### src/rsc_pkg.sv
// Functional notes
// RQ1: Pin reset low while running forces program counter zero; fetch restarts after release.
// RQ2: Enabled low-supply reset fires when supply stays low beyond minimum duration.
// RQ3: Low-supply dips of 1 ms or less are ignored, no reset.
// RQ4: Running watchdog time-out equals pin reset, sets time-out flag, keeps power-down flag.
// RQ5: Powered-down watchdog time-out clears only PC and SP, sets both flags.
// RQ6: Power-on pin reset clears time-out and power-down flags.
// RQ7: Pin or low-supply reset while running keeps both flags unchanged.
// RQ8: Power-on reset disables all interrupt sources.
// RQ9: Power-on reset clears watchdog counter; counting restarts immediately.
// RQ10: Power-on reset switches timers off and clears timer prescaler.
// RQ11: Resets set port data and direction to ones, except powered-down watchdog reset.
// RQ12: Power-on reset points stack pointer at top of stack.
// RQ13: Full resets load watchdog select with 0000 0111; powered-down watchdog keeps registers.
// RQ14: Halt sets power-down flag, clears time-out; watchdog clear or power-up clears power-down.
// RQ15: Controller exports reset class separating full reset from powered-down watchdog reset.
package rsc_pkg;

  // ==========================================================================
  // Register map
  // ==========================================================================
  localparam logic [7:0] RSC_OFF_CTRL   = 8'h00;
  localparam logic [7:0] RSC_OFF_STATUS = 8'h04;
  localparam logic [7:0] RSC_OFF_IRQ_ST = 8'h08;
  localparam logic [7:0] RSC_OFF_IRQ_MK = 8'h0c;
  localparam logic [7:0] RSC_OFF_WDSEL  = 8'h10;

  // Control fields.
  localparam int RSC_CTRL_LSR_EN_BIT  = 0;
  localparam int RSC_CTRL_HALT_BIT    = 1;
  localparam int RSC_CTRL_WDCLR_BIT   = 2;

  // Status fields.
  localparam int RSC_ST_TO_BIT        = 0;
  localparam int RSC_ST_PD_BIT        = 1;
  localparam int RSC_ST_CLASS_LSB     = 2;

  // Interrupt event bits: pin, low supply, run watchdog, halt watchdog.
  localparam int RSC_EV_W             = 4;

  // ==========================================================================
  // Reset values
  // ==========================================================================
  localparam logic [7:0] RSC_WDSEL_RST  = 8'h07;
  localparam logic [7:0] RSC_PORT_RST   = 8'hff;
  localparam logic       RSC_LSR_EN_RST = 1'b1;

  // ==========================================================================
  // Timing
  // ==========================================================================
  localparam longint RSC_CLK_HZ       = 250_000_000;
  localparam longint RSC_LSR_FILT_US  = 1000;
  localparam longint RSC_LSR_FILT_CYC = (RSC_LSR_FILT_US * RSC_CLK_HZ) / 1_000_000;
  localparam int     RSC_CNT_W        = 20;

  typedef enum logic [1:0] {
    RSC_CLASS_NONE = 2'b00,
    RSC_CLASS_FULL = 2'b01,
    RSC_CLASS_WAKE = 2'b11
  } rsc_class_t;

  typedef enum logic [1:0] {
    RSC_RUN      = 2'b00,
    RSC_IN_RESET = 2'b01,
    RSC_HALTED   = 2'b11
  } rsc_state_t;

endpackage

### src/rsc_controller.sv
// Design decisions made here: register access over APB and the register offsets.
module rsc_controller #(
  parameter logic [19:0] LSR_FILT_CYC = 20'(rsc_pkg::RSC_LSR_FILT_CYC)
) (
  input  wire logic        pclk,
  input  wire logic        presetn,
  input  wire logic        psel,
  input  wire logic        penable,
  input  wire logic        pwrite,
  input  wire logic [7:0]  paddr,
  input  wire logic [31:0] pwdata,
  output logic             pready,
  output logic [31:0]      prdata,
  output logic             pslverr,
  input  wire logic        external_reset_pin_n,
  input  wire logic        supply_low,
  input  wire logic        watchdog_overflow,
  input  wire logic        halt_exec,
  input  wire logic        watchdog_clear,
  output logic             core_reset,
  output logic [1:0]       reset_class,
  output logic             pc_clear,
  output logic             sp_clear,
  output logic             sp_to_top,
  output logic             irq_disable_all,
  output logic             watchdog_count_clear,
  output logic             timers_off,
  output logic             prescaler_clear,
  output logic             ports_to_input,
  output logic             watchdog_timeout_flag,
  output logic             powerdown_flag,
  output logic [7:0]       watchdog_select_reg,
  output logic             irq
);

  // ==========================================================================
  // Source detection
  // ==========================================================================
  logic                 lsr_en_q;
  logic                 halt_req_q;
  logic                 wdclr_req_q;

  logic                 pin_q;
  logic [19:0]          lsr_cnt_q;
  logic                 lsr_fire;
  logic                 first_q;
  rsc_pkg::rsc_state_t  state_q;

  logic pin_fall;
  logic wd_run;
  logic wd_halt;
  logic halt_any;
  logic wdclr_any;

  assign pin_fall  = pin_q & ~external_reset_pin_n;
  assign wd_run    = watchdog_overflow & (state_q == rsc_pkg::RSC_RUN);
  assign wd_halt   = watchdog_overflow & (state_q == rsc_pkg::RSC_HALTED);
  assign halt_any  = (halt_exec | halt_req_q) & (state_q == rsc_pkg::RSC_RUN);
  assign wdclr_any = watchdog_clear | wdclr_req_q;

  always_ff @(posedge pclk or negedge presetn) begin
    if (!presetn) begin
      pin_q <= 1'b1;
    end else begin
      pin_q <= external_reset_pin_n;
    end
  end

  // A dip must outlast the filter time; a shorter one leaves no trace.
  always_ff @(posedge pclk or negedge presetn) begin
    if (!presetn) begin
      lsr_cnt_q <= '0;
    end else if (!supply_low || !lsr_en_q) begin
      lsr_cnt_q <= '0; // RQ3
    end else if (lsr_cnt_q <= LSR_FILT_CYC) begin
      lsr_cnt_q <= lsr_cnt_q + 20'h00001;
    end
  end
  // The supply must still be low when the count hits the limit, so a dip of exactly the filter time is ignored.
  assign lsr_fire = lsr_en_q && supply_low && (lsr_cnt_q == LSR_FILT_CYC); // RQ2 RQ3

  // ==========================================================================
  // Sequencer
  // ==========================================================================
  // The core is held in reset while the pin is low or a full cause fired;
  // the powered-down watchdog reset is a one-cycle wake pulse.
  always_ff @(posedge pclk or negedge presetn) begin
    if (!presetn) begin
      state_q <= rsc_pkg::RSC_IN_RESET;
    end else if (!external_reset_pin_n || lsr_fire || wd_run) begin
      state_q <= rsc_pkg::RSC_IN_RESET; // RQ1 RQ4
    end else if (state_q == rsc_pkg::RSC_IN_RESET) begin
      state_q <= rsc_pkg::RSC_RUN; // RQ1
    end else if (halt_any) begin
      state_q <= rsc_pkg::RSC_HALTED;
    end else if (wd_halt) begin
      state_q <= rsc_pkg::RSC_RUN; // RQ5
    end
  end

  // First reset after power-up counts as power-on.
  always_ff @(posedge pclk or negedge presetn) begin
    if (!presetn) begin
      first_q <= 1'b1;
    end else if (state_q == rsc_pkg::RSC_IN_RESET && external_reset_pin_n) begin
      first_q <= 1'b0;
    end
  end

  logic full_now;
  assign full_now = (state_q == rsc_pkg::RSC_IN_RESET) | ~external_reset_pin_n | lsr_fire | wd_run;

  always_ff @(posedge pclk or negedge presetn) begin
    if (!presetn) begin
      core_reset           <= 1'b1;
      reset_class          <= rsc_pkg::RSC_CLASS_FULL;
      pc_clear             <= 1'b1;
      sp_clear             <= 1'b0;
      sp_to_top            <= 1'b1;
      irq_disable_all      <= 1'b1;
      watchdog_count_clear <= 1'b1;
      timers_off           <= 1'b1;
      prescaler_clear      <= 1'b1;
      ports_to_input       <= 1'b1;
    end else begin
      core_reset           <= full_now; // RQ1
      reset_class          <= full_now ? rsc_pkg::RSC_CLASS_FULL :
                              (wd_halt ? rsc_pkg::RSC_CLASS_WAKE : rsc_pkg::RSC_CLASS_NONE); // RQ15
      pc_clear             <= full_now | wd_halt; // RQ1 RQ5
      sp_clear             <= wd_halt; // RQ5
      sp_to_top            <= full_now; // RQ12
      irq_disable_all      <= full_now; // RQ8
      watchdog_count_clear <= full_now | wdclr_any; // RQ9
      timers_off           <= full_now; // RQ10
      prescaler_clear      <= full_now; // RQ10
      ports_to_input       <= full_now; // RQ11
    end
  end

  // ==========================================================================
  // Reset flags
  // ==========================================================================
  always_ff @(posedge pclk or negedge presetn) begin
    if (!presetn) begin
      watchdog_timeout_flag <= 1'b0; // RQ6
      powerdown_flag        <= 1'b0; // RQ6
    end else if (first_q && state_q == rsc_pkg::RSC_IN_RESET) begin
      watchdog_timeout_flag <= 1'b0; // RQ6
      powerdown_flag        <= 1'b0; // RQ6
    end else if (wd_halt) begin
      watchdog_timeout_flag <= 1'b1; // RQ5
      powerdown_flag        <= 1'b1; // RQ5
    end else if (wd_run) begin
      watchdog_timeout_flag <= 1'b1; // RQ4
    end else if (halt_any) begin
      watchdog_timeout_flag <= 1'b0; // RQ14
      powerdown_flag        <= 1'b1; // RQ14
    end else if (wdclr_any && !full_now) begin
      powerdown_flag        <= 1'b0; // RQ14
    end
    // Pin and low-supply resets while running leave both flags alone. RQ7
  end

  always_ff @(posedge pclk or negedge presetn) begin
    if (!presetn) begin
      watchdog_select_reg <= rsc_pkg::RSC_WDSEL_RST;
    end else if (full_now) begin
      watchdog_select_reg <= rsc_pkg::RSC_WDSEL_RST; // RQ13
    end else if (psel && penable && pwrite && paddr == rsc_pkg::RSC_OFF_WDSEL) begin
      watchdog_select_reg <= pwdata[7:0];
    end
  end

  // ==========================================================================
  // APB slave
  // ==========================================================================
  logic wr_acc;
  logic rd_acc;
  logic unmapped;
  assign wr_acc   = psel & penable & pwrite & pready;
  assign rd_acc   = psel & ~penable & ~pwrite;
  assign unmapped = (paddr != rsc_pkg::RSC_OFF_CTRL) && (paddr != rsc_pkg::RSC_OFF_STATUS) &&
                    (paddr != rsc_pkg::RSC_OFF_IRQ_ST) && (paddr != rsc_pkg::RSC_OFF_IRQ_MK) &&
                    (paddr != rsc_pkg::RSC_OFF_WDSEL);

  // Ready is raised one cycle after setup, so every access takes two cycles.
  always_ff @(posedge pclk or negedge presetn) begin
    if (!presetn) begin
      pready  <= 1'b0;
      pslverr <= 1'b0;
    end else begin
      pready  <= psel & ~penable;
      pslverr <= psel & ~penable & unmapped;
    end
  end

  always_ff @(posedge pclk or negedge presetn) begin
    if (!presetn) begin
      lsr_en_q    <= rsc_pkg::RSC_LSR_EN_RST;
      halt_req_q  <= 1'b0;
      wdclr_req_q <= 1'b0;
    end else begin
      halt_req_q  <= 1'b0;
      wdclr_req_q <= 1'b0;
      if (wr_acc && paddr == rsc_pkg::RSC_OFF_CTRL) begin
        lsr_en_q    <= pwdata[rsc_pkg::RSC_CTRL_LSR_EN_BIT];
        halt_req_q  <= pwdata[rsc_pkg::RSC_CTRL_HALT_BIT];
        wdclr_req_q <= pwdata[rsc_pkg::RSC_CTRL_WDCLR_BIT];
      end
    end
  end

  // ==========================================================================
  // Interrupts
  // ==========================================================================
  logic [rsc_pkg::RSC_EV_W-1:0] ev;
  logic [rsc_pkg::RSC_EV_W-1:0] ist_q;
  logic [rsc_pkg::RSC_EV_W-1:0] imk_q;
  logic [rsc_pkg::RSC_EV_W-1:0] clr;
  assign ev  = {wd_halt, wd_run, lsr_fire, pin_fall};
  assign clr = (wr_acc && paddr == rsc_pkg::RSC_OFF_IRQ_ST) ? pwdata[rsc_pkg::RSC_EV_W-1:0] : '0;

  // A new event wins over a clear in the same cycle.
  always_ff @(posedge pclk or negedge presetn) begin
    if (!presetn) begin
      ist_q <= '0;
    end else begin
      ist_q <= (ist_q & ~clr) | ev;
    end
  end

  always_ff @(posedge pclk or negedge presetn) begin
    if (!presetn) begin
      imk_q <= '0;
    end else if (wr_acc && paddr == rsc_pkg::RSC_OFF_IRQ_MK) begin
      imk_q <= pwdata[rsc_pkg::RSC_EV_W-1:0];
    end
  end

  always_ff @(posedge pclk or negedge presetn) begin
    if (!presetn) begin
      irq <= 1'b0;
    end else begin
      irq <= |(((ist_q & ~clr) | ev) & imk_q);
    end
  end

  always_ff @(posedge pclk or negedge presetn) begin
    if (!presetn) begin
      prdata <= '0;
    end else if (rd_acc) begin
      unique case (paddr)
        rsc_pkg::RSC_OFF_CTRL:   prdata <= {31'h0, lsr_en_q};
        rsc_pkg::RSC_OFF_STATUS: prdata <= {28'h0, reset_class, powerdown_flag, watchdog_timeout_flag};
        rsc_pkg::RSC_OFF_IRQ_ST: prdata <= {28'h0, ist_q};
        rsc_pkg::RSC_OFF_IRQ_MK: prdata <= {28'h0, imk_q};
        rsc_pkg::RSC_OFF_WDSEL:  prdata <= {24'h0, watchdog_select_reg};
        default:                 prdata <= '0;
      endcase
    end
  end

endmodule

### config.mk
export PLATFORM = sky130hd
export DESIGN_NAME = rsc_controller
export DESIGN_NICKNAME = d
export VERILOG_FILES = /design/src/rsc_pkg.sv /design/src/rsc_controller.sv
export SDC_FILE = /design/constraint.sdc
export NUM_CORES = 1
export LEC_CHECK = 0
export BUFFER_PORTS_ARGS = -buffer_cell sky130_fd_sc_hd__buf_4
export CORE_ASPECT_RATIO = 2
export CORE_UTILIZATION = 35
export CTS_BUF_LIST = sky130_fd_sc_hd__clkbuf_2 sky130_fd_sc_hd__clkbuf_4 sky130_fd_sc_hd__clkbuf_8
export CTS_CLUSTER_DIAMETER = 150
export DETAILED_ROUTE_END_ITERATION = 6
export PLACE_DENSITY = 0.63
export SLEW_MARGIN = 20
export SYNTH_ARGS = -nofsm -noshare
export SYNTH_HDL_FRONTEND = slang
export SYNTH_SLANG_ARGS = --single-unit
### constraint.sdc
create_clock -name pclk -period 3.7 [get_ports pclk]
set_clock_uncertainty 0.05 [all_clocks]
set_input_delay 0.74 -clock pclk [delete_from_list [all_inputs] [get_ports pclk]]
set_output_delay 0.74 -clock pclk [all_outputs]
set_load 0.005 [all_outputs]
==> After elaboration in Yosys (flattened, before gate mapping) <==
Cells that the tools add are included.
{ "classes": {"addsub": 1, "n_lt_le_gt_ge": 1, "eq_ne": 12, "n_mux": 23, "n_bitwise": 24, "n_reduce_logical": 32} }
{ "ops": {"columns": ["operator", "n"], "rows": [
  ["20-bit two-way mux", 2],
  ["8-bit case mux with 5 select lines", 1],
  ["20-bit by 1-bit adder with 20-bit output, second input constant", 1],
  ["20-bit by 18-bit equality test with 1-bit output, second input constant", 1],
  ["20-bit by 18-bit less-or-equal comparator with 1-bit output, second input constant", 1],
  ["8-bit by 4-bit equality test with 1-bit output, second input constant", 2],
  ["8-bit two-way mux", 2],
  ["8-bit by 4-bit inequality test with 1-bit output, second input constant", 2],
  ["1-bit logical AND", 15],
  ["2-bit two-way mux", 6],
  ["4-bit nonzero test", 3],
  ["1-bit two-way mux", 11],
  ["1-bit AND", 10],
  ["4-bit AND", 2],
  ["8-bit by 3-bit equality test with 1-bit output, second input constant", 1],
  ["8-bit by 5-bit equality test with 1-bit output, second input constant", 1],
  ["8-bit logical NOT", 1],
  ["8-bit by 3-bit inequality test with 1-bit output, second input constant", 1],
  ["8-bit by 5-bit inequality test with 1-bit output, second input constant", 1],
  ["8-bit nonzero test", 1],
  ["1-bit bitwise OR", 7],
  ["1-bit logical NOT", 4],
  ["4-bit two-way mux", 1],
  ["4-bit inverter", 1],
  ["10 further kinds", 15]
]} }
{ "word_totals": {"ff_bits": 86, "in_bits": 50, "output_inout_bits": 56} }

==> Logic depth before layout (Yosys ltp) <==
Gate-level depths: netlist of run 1.
{ "depth": {"word_depth": 11, "mapped_depth": 8, "ltp_nobuf": 8} }

==> Worst setup path before layout of run 1 <==
Ideal clock, no wire load.
{ "synth_path": {"path_type": "input to register", "startpoint": "in paddr[1]", "endpoint": "reg imk_q[0] (netlist name)", "arrival_time_ns": 1.944, "required_time_ns": 3.525, "slack_ns": 1.581, "cell_stages": 5, "n_path_buf": 0, "path_cell_list": "nor3_1 and2_1 and3_1 and2b_1 mux2_2"} }
{ "synth_via": {"elab_chain_len": 2} }
{ "synth_rtl": {"columns": ["element", "line_no", "rtl"], "rows": [
  ["from (decl)", "rsc_controller.sv:10", "input wire logic [7:0] paddr,"],
  ["8-bit by 4-bit equality test with 1-bit output", "rsc_controller.sv:235", "end else if (wr_acc && paddr == rsc_pkg::RSC_OFF_IRQ_MK) begin"],
  ["1-bit logical AND", "rsc_controller.sv:235", null],
  ["to (signal assigned)", "rsc_controller.sv:236", "imk_q <= pwdata[rsc_pkg::RSC_EV_W-1:0];"],
  ["to (decl)", "rsc_controller.sv:218", "logic [rsc_pkg::RSC_EV_W-1:0] imk_q;"]
]} }
No other way between the ends.
A chain may end at the register's enable or synchronous reset.

==> Worst setup path after layout of run 1 <==
{ "layout_path": {"startpoint": "in paddr[1]", "endpoint": "reg lsr_en_q"} }
{ "layout_via": {"elab_chain_len": 2} }
{ "layout_rtl": {"columns": ["element", "line_no", "rtl"], "rows": [
  ["8-bit logical NOT", "rsc_controller.sv:205", "if (wr_acc && paddr == rsc_pkg::RSC_OFF_CTRL) begin"],
  ["1-bit logical AND", "rsc_controller.sv:205", null],
  ["to (signal assigned)", "rsc_controller.sv:199", "lsr_en_q <= rsc_pkg::RSC_LSR_EN_RST;"],
  ["to (signal assigned)", "rsc_controller.sv:206", "lsr_en_q <= pwdata[rsc_pkg::RSC_CTRL_LSR_EN_BIT];"],
  ["to (decl)", "rsc_controller.sv:39", "logic lsr_en_q;"]
]} }
No other way between the ends.

==> metrics.txt, run 1 <==
I/O Pins 106; clk_lat worst skew 0.34 ns; clock share of power 37.9%; status finished, final reports clean; CTS sink cnt 61; total CTS buffers 9; sequential-to-total area share from yosys stat 47.8%; fmax 453 MHz; fin area 0.00378 mm^2; Yosys warning count 0; initial antenna violation count 0; CP startpoint kind input pin; Lkg Pwr 1.66 nW; area grow syn2layout 17.3%; Sw Share 24.8%; fillcell total 900; Starting Density 36.0%; Final Cycle Share 59.6%; largest net degree at the start of global routing 62; FF/Latch Area 0.00154 mm^2; CTS tree yes; # DRC 0; die area 0.00961 mm^2; TNS Setup 0 ns; HPWL Detailed 5.86 mm; asr flop ratio synth 100%; First DRT Iteration DRCs 101; Syn Inst Count 324; unrepaired setup endpoints after global routing no; Max-slew headroom 48.9%; Core ar. 0.00895 mm^2; most frequent cell after synthesis dfrtp_1; die height 138 um; Routed wire per std cell 15.9 um; synth top area cells dfrtp_1, dfstp_2, buf_4, nand2_1, nor2_1; vias in the first global route 2,541; cells resized by post-CTS repair 0; fin crit period 2.21 ns; Clock Tree Buf Depth 2; NumNets Final 431; crit path DAT 2.42 ns; global-route wire length before repair 12.2 mm; measured slew at the worst slew-check pin 0.766 ns; Cell Rows 49; critical path endpoint category register; top cells by count, synth dfrtp_1, buf_4, nand2_1, nor2_1, o21ai_0; largest area contributor in the netlist dfrtp_1; fin. max-slew vios 0; Vias/cell 5.28; post-CTS setup buffer count 0; gp weighted congestion 0.911; layout cells sized above 1 26.4%; HP Class input pin to async pin; Setup WS post-layout 1.49 ns; Via Count 2,560; root buf cell clkbuf_8; total track usage 16.7%; DRT Wirelength 7.70 mm; ANT cells 0; biggest cell delay along the critical path 0.60 ns; #FFs+latches synth 61; max_cap viols 0; Psw 0.341 mW; TritonRoute pass-1 iters 4; multi-input logic area 0.00147 mm^2; Yosys cell types 59; CP Cell Sequence buf_4 -> nor3_1 -> nand2_1 -> nor4_1 -> mux2_2; H-tree Lvls 3; Worst VDD drop 238 uV; Post-Place Setup Slack 1.11 ns; CP max stage cell nor4_1; max FFs per register 20; final setup vio count 0; Syn Area/Cell 9.94 um^2; CTS clk-pin slew, worst paths 0.07 ns; port bufs 57; pwr/cell area 364 mW/mm^2; die width 69.8 um; prevailing post-synth register cell dfrtp_1; overflow left after global routing 0; number of antenna-violating nets in the routed design 0; Post-synth EDFFs 0; Data required, critical path 3.92 ns; peak fanout along the critical path 6; crit path kind input pin to register; top cell type's share of synthesized area 39.6%; Post-Syn Area 0.00322 mm^2; dpl cell area 0.00361 mm^2; combinational power share 10.0%; CTS Hold Buffers Added 0; endpoints failing hold 0; register share of total power 52.0%; Int Pwr 1.03 mW
## placed cells by master (no fill, tap or decap), drive strengths merged, types with 3 or more instances in the layout
cell type  netlist  final
and3             4      4
dfrtp           51     51
nand2           28     28
nor2            29     29
or3              5      5
nand4            7      7
or4              4      4
or2              4      4
buf             31     57
nand3            8      8
o21a             3      3
nor2b            3      3
o21ai           17     17
dfstp           10     10
nor4             7      7
clkbuf           5     13
a21oi           14     14
o31ai            8      8
nor3             5      5
mux2             5      5
inv             11     11
a22o             4      4
and2             4      4
mux2i            8      8
conb             1     24
a22oi            8      8
xor2             3      3
nor3b            3      3
nand2b           5      5
## area by class of cell
type	instances	area share (%)
clock buffer	13	4.24
clock inverter	2	0.265
inverter	11	1.09
multi-input combinational	239	39.0
sequential	61	40.7
tap	102	3.38
timing repair buffer	57	11.3
## final timing paths
kind | start | endpoint | cells after the start | slack [ns]
max | paddr[1] | lsr_en_q$_DFFE_PN1P_ | 5 | 1.49
min | presetn | lsr_cnt_q[2]$_DFFE_PN0P_ | 1 | 0.42
max reg2reg | lsr_en_q$_DFFE_PN1P_ | watchdog_select_reg[3]$_DFFE_PN0P_ | 6 | 1.50
min reg2reg | prdata[0]$_DFFE_PN0P_ | prdata[0]$_DFFE_PN0P_ | 2 | 0.43
max in group asynchronous | presetn | watchdog_select_reg[3]$_DFFE_PN0P_ | 1 | 2.66
min in group pclk | prdata[0]$_DFFE_PN0P_ | prdata[0]$_DFFE_PN0P_ | 2 | 0.43
## per-stage QoR
stage	util, %	std cells	hold slack, ns	total power, mW
final	42.2	485	0.423	1.37
after global routing	42.2	485	0.460	1.44
after CTS	42.2	485	0.435	1.39
after detailed placement	40.3	470	0.419	0.867
after global placement	40.3	470	0.416	0.864
after floorplan	-	347	0.394	0.802
## power by group through the flow
| stage | combinational (mW) | sequential [mW] | clock [mW] |
|---|---|---|---|
| 3_5_place_dp | 0.139 | 0.727 | 0 |
| 2_1_floorplan | 0.0880 | 0.714 | 0 |
| 3_3_place_gp | 0.138 | 0.726 | 0 |
| 6_report | 0.138 | 0.715 | 0.521 |
| 5_1_grt | 0.156 | 0.717 | 0.566 |
| 4_1_cts | 0.140 | 0.715 | 0.540 |
## cells by family (layout without fill, tap and decap cells)
logic type / count (synthesis) / in the layout / synth area share (%)
multiplexers: 14 / 14 / 4.93
buffers and inverters: 47 / 83 / 9.21
AO/OA/AOI/OAI: 70 / 70 / 14.9
flip-flops: 61 / 61 / 47.8
AND/OR/NAND/NOR: 124 / 124 / 20.9
adder cells (fa/ha/maj): 2 / 2 / 0.777
other: 1 / 24 / 0.116
XOR/XNOR: 5 / 5 / 1.36
## per-layer routing
layer  share of wire (%)  vias up  global-route usage (%)  routed length (um)
li1                    -     1221                       -                   -
met3                 3.2       17                    3.88                 247
met1                  35     1248                    15.4                2690
met5                   0        -                       0                   0
met2                  59       74                    32.7                4530
met4                 3.1        0                    9.33                 235
## critical path: cells and delay by family
| kind | cells | cell delay [ns] |
|---|---|---|
| and+or+nand+nor | 3 | 1.17 |
| muxes | 1 | 0.41 |
| buffers and inverters | 1 | 0.11 |
(Power assumes the default switching activity.)
==> inputs of run 2 (changes only) <==
Clock period 3.7 ns to 2.12 ns, I/O delays scaled along.
==> run 2 against run 1 <==
Cell count grew 4.9%. Register-to-register slack lost 1.4 ns. Setup slack lost 1.4 ns. Design area grew 6.2%. Critical path depth grew 2. Power grew 95%. Flip-flop and latch count is the same. Combinational power grew 83%. Critical endpoint is now lsr_cnt_q[9]$_DFFE_PN0P_. Hold slack lost 0.33 ns. Wire length grew 4.2%. Clock power grew 130%. Critical path type is now register to register. Global-route usage grew 0.59 points.
==> metrics.txt, run 2 (same netlist as run 1, synthesis figures left out) <==
port bufs 57 (unchanged); endpoints failing hold 0 (unchanged); HP Class input pin to async pin; status finished, final reports clean; max FFs per register 20 (unchanged); fin. max-slew vios 0 (unchanged); gp weighted congestion 0.902 (-0.98%); Post-Place Setup Slack -0.00837 ns (-1.11 ns); DRT Wirelength 8.02 mm (+4.2%); CTS tree yes; Psw 0.616 mW (+81%); I/O Pins 106 (unchanged); max_cap viols 0 (unchanged); global-route wire length before repair 12.5 mm (+2.4%); total track usage 17.3% (+0.59 points); dpl cell area 0.00375 mm^2 (+4.0%); number of antenna-violating nets in the routed design 0 (unchanged); pwr/cell area 667 mW/mm^2 (+83%); CTS sink cnt 61 (unchanged); overflow left after global routing 0 (unchanged); # DRC 0 (unchanged); combinational power share 9.4% (-0.6 points); critical path endpoint category register; fin area 0.00401 mm^2 (+6.2%); CP startpoint kind register; largest net degree at the start of global routing 62 (unchanged); clock share of power 44.0% (+6.1 points); peak fanout along the critical path 7 (+1); ANT cells 0 (unchanged); Max-slew headroom 48.4% (-0.50 points); area grow syn2layout 24.6%; layout cells sized above 1 31.4% (+5.1 points); NumNets Final 454 (+5.3%); die width 69.8 um (unchanged); fmax 504 MHz; Data required, critical path 2.34 ns (-1.58 ns); Starting Density 36.0% (unchanged); register share of total power 46.6% (-5.4 points); FF/Latch Area 0.00154 mm^2 (unchanged); die area 0.00961 mm^2 (unchanged); Setup WS post-layout 0.137 ns (-1.36 ns); Routed wire per std cell 15.8 um (-0.72%); TritonRoute pass-1 iters 4 (unchanged); commonest non-fill, non-tap cell in the layout buf_4; CTS clk-pin slew, worst paths 0.07 ns (about the same); fin crit period 1.98 ns; Sw Share 23.0% (-1.8 points); vias in the first global route 2,598 (+2.2%); measured slew at the worst slew-check pin 0.774 ns (+0.00755 ns); crit path kind register to register; most frequent cells in the layout buf_4, dfrtp_1, nor2_1, nand2_1, conb_1; H-tree Lvls 3 (unchanged); Cell Rows 49 (unchanged); crit path DAT 2.20 ns (-0.22 ns); Clock Tree Buf Depth 2 (unchanged); clk_lat worst skew 0.34 ns (about the same); First DRT Iteration DRCs 148 (+47%); die height 138 um (unchanged); fillcell total 898 (-0.22%); HPWL Detailed 6.11 mm (+4.1%); total CTS buffers 9 (unchanged); Final Cycle Share 93.5%; initial antenna violation count 0 (unchanged); biggest cell delay along the critical path 0.47 ns (-0.13 ns); final setup vio count 0 (unchanged); Vias/cell 5.29 (+0.20%); CP Cell Sequence inv_1 -> ha_1 -> and4b_1 -> a21oi_2 -> o21a_2 -> or4_1 -> a21oi_1; root buf cell clkbuf_8; multi-input logic area 0.00148 mm^2 (+0.43%); Core ar. 0.00895 mm^2 (unchanged); Int Pwr 2.06 mW (+100%); Worst VDD drop 837 uV (+250%); Lkg Pwr 1.81 nW (+9.0%); Via Count 2,692 (+5.2%); unrepaired setup endpoints after global routing no; CP max stage cell or4_1; CTS Hold Buffers Added 0 (unchanged)
## run 2: cell types whose count changed in the layout (fill, tap and decap cells not counted)
cell / previous run / this run
o311ai_1: 0 / 1
buf_2: 0 / 1
clkbuf_8: 10 / 11
buf_4: 57 / 79
clkbuf_4: 3 / 1
o21a_2: 0 / 2
a21oi_1: 14 / 13
o21a_1: 3 / 1
a21oi_2: 0 / 1
o311ai_0: 2 / 1
bufinv_16: 0 / 2
## run 2: area by class of cell
class,instances,area share (%)
Sequential cell,61,38.4
Multi-Input combinational cell,239,36.8
Timing Repair Buffer,80,14.9
Inverter,11,1.03
Clock inverter,4,1.75
Clock buffer,12,3.96
Tap cell,102,3.18
## run 2: stage by stage
| stage | setup TNS, ns | utilization, % | std cells | hold WS (ns) | power, mW |
|---|---|---|---|---|---|
| 3_3_place_gp | -0.0527 | 41.9 | 489 | 0.419 | 1.52 |
| 2_1_floorplan | 0 | - | 347 | 0.0784 | 1.40 |
| 3_5_place_dp | -0.00837 | 41.9 | 489 | 0.427 | 1.52 |
| 6_report | 0 | 44.8 | 509 | 0.0930 | 2.68 |
| 5_1_grt | 0 | 44.8 | 509 | 0.158 | 2.81 |
| 4_1_cts | 0 | 44.5 | 505 | 0.132 | 2.71 |
## run 2: path summary, 6_finish.rpt
path | from | to | slack [ns] | cells after the start
worst min-delay path | presetn | lsr_cnt_q[4]$_DFFE_PN0P_ | 0.09 | 1
max in group asynchronous | presetn | ist_q[3]$_DFF_PN0_ | 1.40 | 1
min in group pclk | external_reset_pin_n | pin_q$_DFF_PN1_ | 0.18 | 1
worst max-delay path | lsr_cnt_q[0]$_DFFE_PN0P_ | lsr_cnt_q[9]$_DFFE_PN0P_ | 0.14 | 7
worst max register to register | lsr_cnt_q[0]$_DFFE_PN0P_ | lsr_cnt_q[9]$_DFFE_PN0P_ | 0.14 | 7
worst min register to register | first_q$_DFFE_PN1P_ | first_q$_DFFE_PN1P_ | 0.44 | 1
## run 2: worst max-delay path: cells and delay by family (launching register included)
family	cells	cell delay, ns
simple gates	2	0.70
buf+inv	1	0.09
compound gates	3	0.52
flops	1	0.40
fa+ha+maj	1	0.14
## run 2: timing repair
action | in CTS | in global routing
buffers inserted | 0 | 4
endpoints found under the setup margin | 0 | 7
endpoints found under the hold margin | 0 | 0
gates resized for setup | 0 | 4
## run 2: metal layers
metal  up-vias  routed length, um  part of all wire (%)  global-route usage (%)
li1       1270                  -                     -                       -
met1      1309               2770                    34                    16.3
met2        84               4610                    57                    32.7
met3        29                271                   3.4                    3.66
met4         0                378                   4.7                    11.6
met5         -                  0                     0                       0
## run 2: power by group through the flow
stage	Clock [mW]	Combinational (mW)	Sequential, mW
global route	1.27	0.284	1.25
floorplan	0	0.154	1.25
global placement	0	0.252	1.27
finish	1.18	0.252	1.25
detailed placement	0	0.255	1.27
CTS	1.21	0.257	1.25
==> inputs of run 3 (changes only) <==
Settings changed: CORE_UTILIZATION 35 to 39, PLACE_DENSITY 0.63 to 0.68.
==> run 3 against run 2 <==
Power shrank 2.9%. Hold slack lost 0.019 ns. Non-clock buffer count shrank 3. Largest cell class unchanged. Critical path depth grew 1. Sequential share of layout area grew 0.44 points. Setup slack lost 0.026 ns.
==> metrics.txt, run 3 (same netlist as run 1, synthesis figures left out) <==
ANT cells 0 (unchanged); overflow left after global routing 0 (unchanged); Clock Tree Buf Depth 2 (unchanged); CP startpoint kind register; max FFs per register 20 (unchanged); Data required, critical path 2.35 ns (about the same); final setup vio count 0 (unchanged); Cell Rows 46 (-6.1%); largest net degree at the start of global routing 62 (unchanged); Tot Pwr 2.60 mW (-2.9%); crit path DAT 2.24 ns (+0.04 ns); area grow syn2layout 23.2%; initial antenna violation count 0 (unchanged); Lkg Pwr 1.78 nW (-1.7%); biggest cell delay along the critical path 0.41 ns (-0.06 ns); NumNets Final 451 (-0.66%); GR peak layer met2; fin. max-slew vios 0 (unchanged); met2 Use GR 37.5% (+4.8 points); Routed wire per std cell 15.9 um (+0.76%); HPWL Detailed 6.08 mm (-0.33%); Buf/Inv on CP 2 (+1); CTS tree yes; fin crit period 2.01 ns (+0.0256 ns); gp weighted congestion 0.944 (+4.7%); TNS Setup 0 ns (unchanged); root buf cell clkbuf_8; Worst VDD drop 469 uV (-44%); CP Cell Sequence inv_1 -> ha_1 -> and4b_1 -> a21oi_1 -> o21a_2 -> buf_4 -> or3_1 -> a21oi_1; clk_lat worst skew 0.35 ns (about the same); H-tree Lvls 3 (unchanged); die height 131 um (-5.2%); endpoints failing hold 0 (unchanged); Via Count 2,701 (+0.33%); port bufs 57 (unchanged); vias in the first global route 2,618 (+0.77%); unrepaired setup endpoints after global routing no; global-route wire length before repair 12.5 mm (+0.11%); Max-slew headroom 49.6% (+1.2 points); layout cells sized above 1 30.7% (-0.76 points); Vias/cell 5.40 (+2.1%); CTS Hold Buffers Added 0 (unchanged); total CTS buffers 9 (unchanged); commonest non-fill, non-tap cell in the layout buf_4; die width 66.3 um (-5.1%); DRT Wirelength 7.94 mm (-1.0%); most used cell, CP a21oi_1; I/O Pins 106 (unchanged); critical path endpoint category register; measured slew at the worst slew-check pin 0.756 ns (-0.0174 ns); CTS clk-pin slew, worst paths 0.07 ns (about the same); total track usage 19.8% (+2.6 points); pwr/cell area 655 mW/mm^2 (-1.8%); fmax 498 MHz (-1.3%); TritonRoute pass-1 iters 4 (unchanged); GR Util met3 4.77% (+1.1 points); status finished, final reports clean; # DRC 0 (unchanged); GR met1 Demand/Resource 19.3% (+3.0 points); max_cap viols 0 (unchanged); CTS sink cnt 61 (unchanged); crit path kind register to register; peak fanout along the critical path 8 (+1); Starting Density 40.5% (+4.6 points); Core ar. 0.00794 mm^2 (-11%); crit-path leading delay family simple AND/OR/NAND/NOR gates; HP Class input pin to async pin; most frequent cells in the layout buf_4, dfrtp_1, nor2_1, nand2_1, conb_1; First DRT Iteration DRCs 144 (-2.7%); Final Cycle Share 94.7% (+1.2 points); die area 0.00865 mm^2 (-10%); fillcell total 744 (-17%); number of antenna-violating nets in the routed design 0 (unchanged); CP max stage cell dfrtp_1
run 3: path summary, 6_finish.rpt:
check / from / endpoint / slack (ns) / cells after the start
hold / removal: presetn / lsr_cnt_q[7]$_DFFE_PN0P_ / 0.07 / 1
max in group asynchronous: presetn / state_q[1]$_DFFE_PN0P_ / 1.42 / 1
min in group pclk: external_reset_pin_n / pin_q$_DFF_PN1_ / 0.17 / 1
setup / recovery: lsr_cnt_q[0]$_DFFE_PN0P_ / lsr_cnt_q[2]$_DFFE_PN0P_ / 0.11 / 8
hold reg to reg: first_q$_DFFE_PN1P_ / first_q$_DFFE_PN1P_ / 0.46 / 1
setup reg to reg: lsr_cnt_q[0]$_DFFE_PN0P_ / lsr_cnt_q[2]$_DFFE_PN0P_ / 0.11 / 8
run 3: per-stage QoR:
step / utilization, % / instances / hold WS, ns / instance area, um^2 / setup slack, ns
after CTS: 49.6 / 497 / 0.118 / 3940 / 0.0386
final: 50.0 / 500 / 0.0736 / 3970 / 0.112
after detailed placement: 46.9 / 481 / 0.436 / 3730 / 0.00140
after global routing: 50.0 / 500 / 0.144 / 3970 / 0.0226
after global placement: 46.9 / 481 / 0.430 / 3730 / 0.00224
after floorplan: - / 347 / 0.0784 / 3310 / 0.302
run 3: layout make-up:
cell class | instances | area, um^2 | area share, %
Clock inverter | 3 | 42.5 | 1.07
Clock buffer | 13 | 173 | 4.35
Multi-Input combinational cell | 239 | 1470 | 37.1
Sequential cell | 61 | 1540 | 38.8
Timing Repair Buffer | 77 | 578 | 14.6
Tap cell | 96 | 120 | 3.03
Inverter | 11 | 41.3 | 1.04
run 3: worst register-to-register path, cell delays in order, from the launching register on:
cell and delay (ns):
dfrtp_1 0.41, inv_1 0.09, ha_1 0.14, and4b_1 0.22, a21oi_1 0.10, o21a_2 0.29
buf_4 0.16, or3_1 0.34, a21oi_1 0.14
run 3: repair_timing:
action | 4_1_cts | 5_1_grt
endpoints found under the setup margin | 0 | 4
gates resized for setup | 0 | 2
setup buffers | 0 | 3
run 3: routing by layer:
layer / vias to the layer above / share of wire [%]
met1: 1331 / 35
met5: - / 0
met2: 88 / 58
met4: 0 / 2.9
li1: 1261 / -
met3: 21 / 4.2
run 3: where the power goes:
group          internal (mW)  leakage, nW  switching [mW]
clock network          0.650        0.109           0.454
logic                  0.120        0.875           0.130
registers               1.20        0.796          0.0414
total                   1.97         1.78           0.626
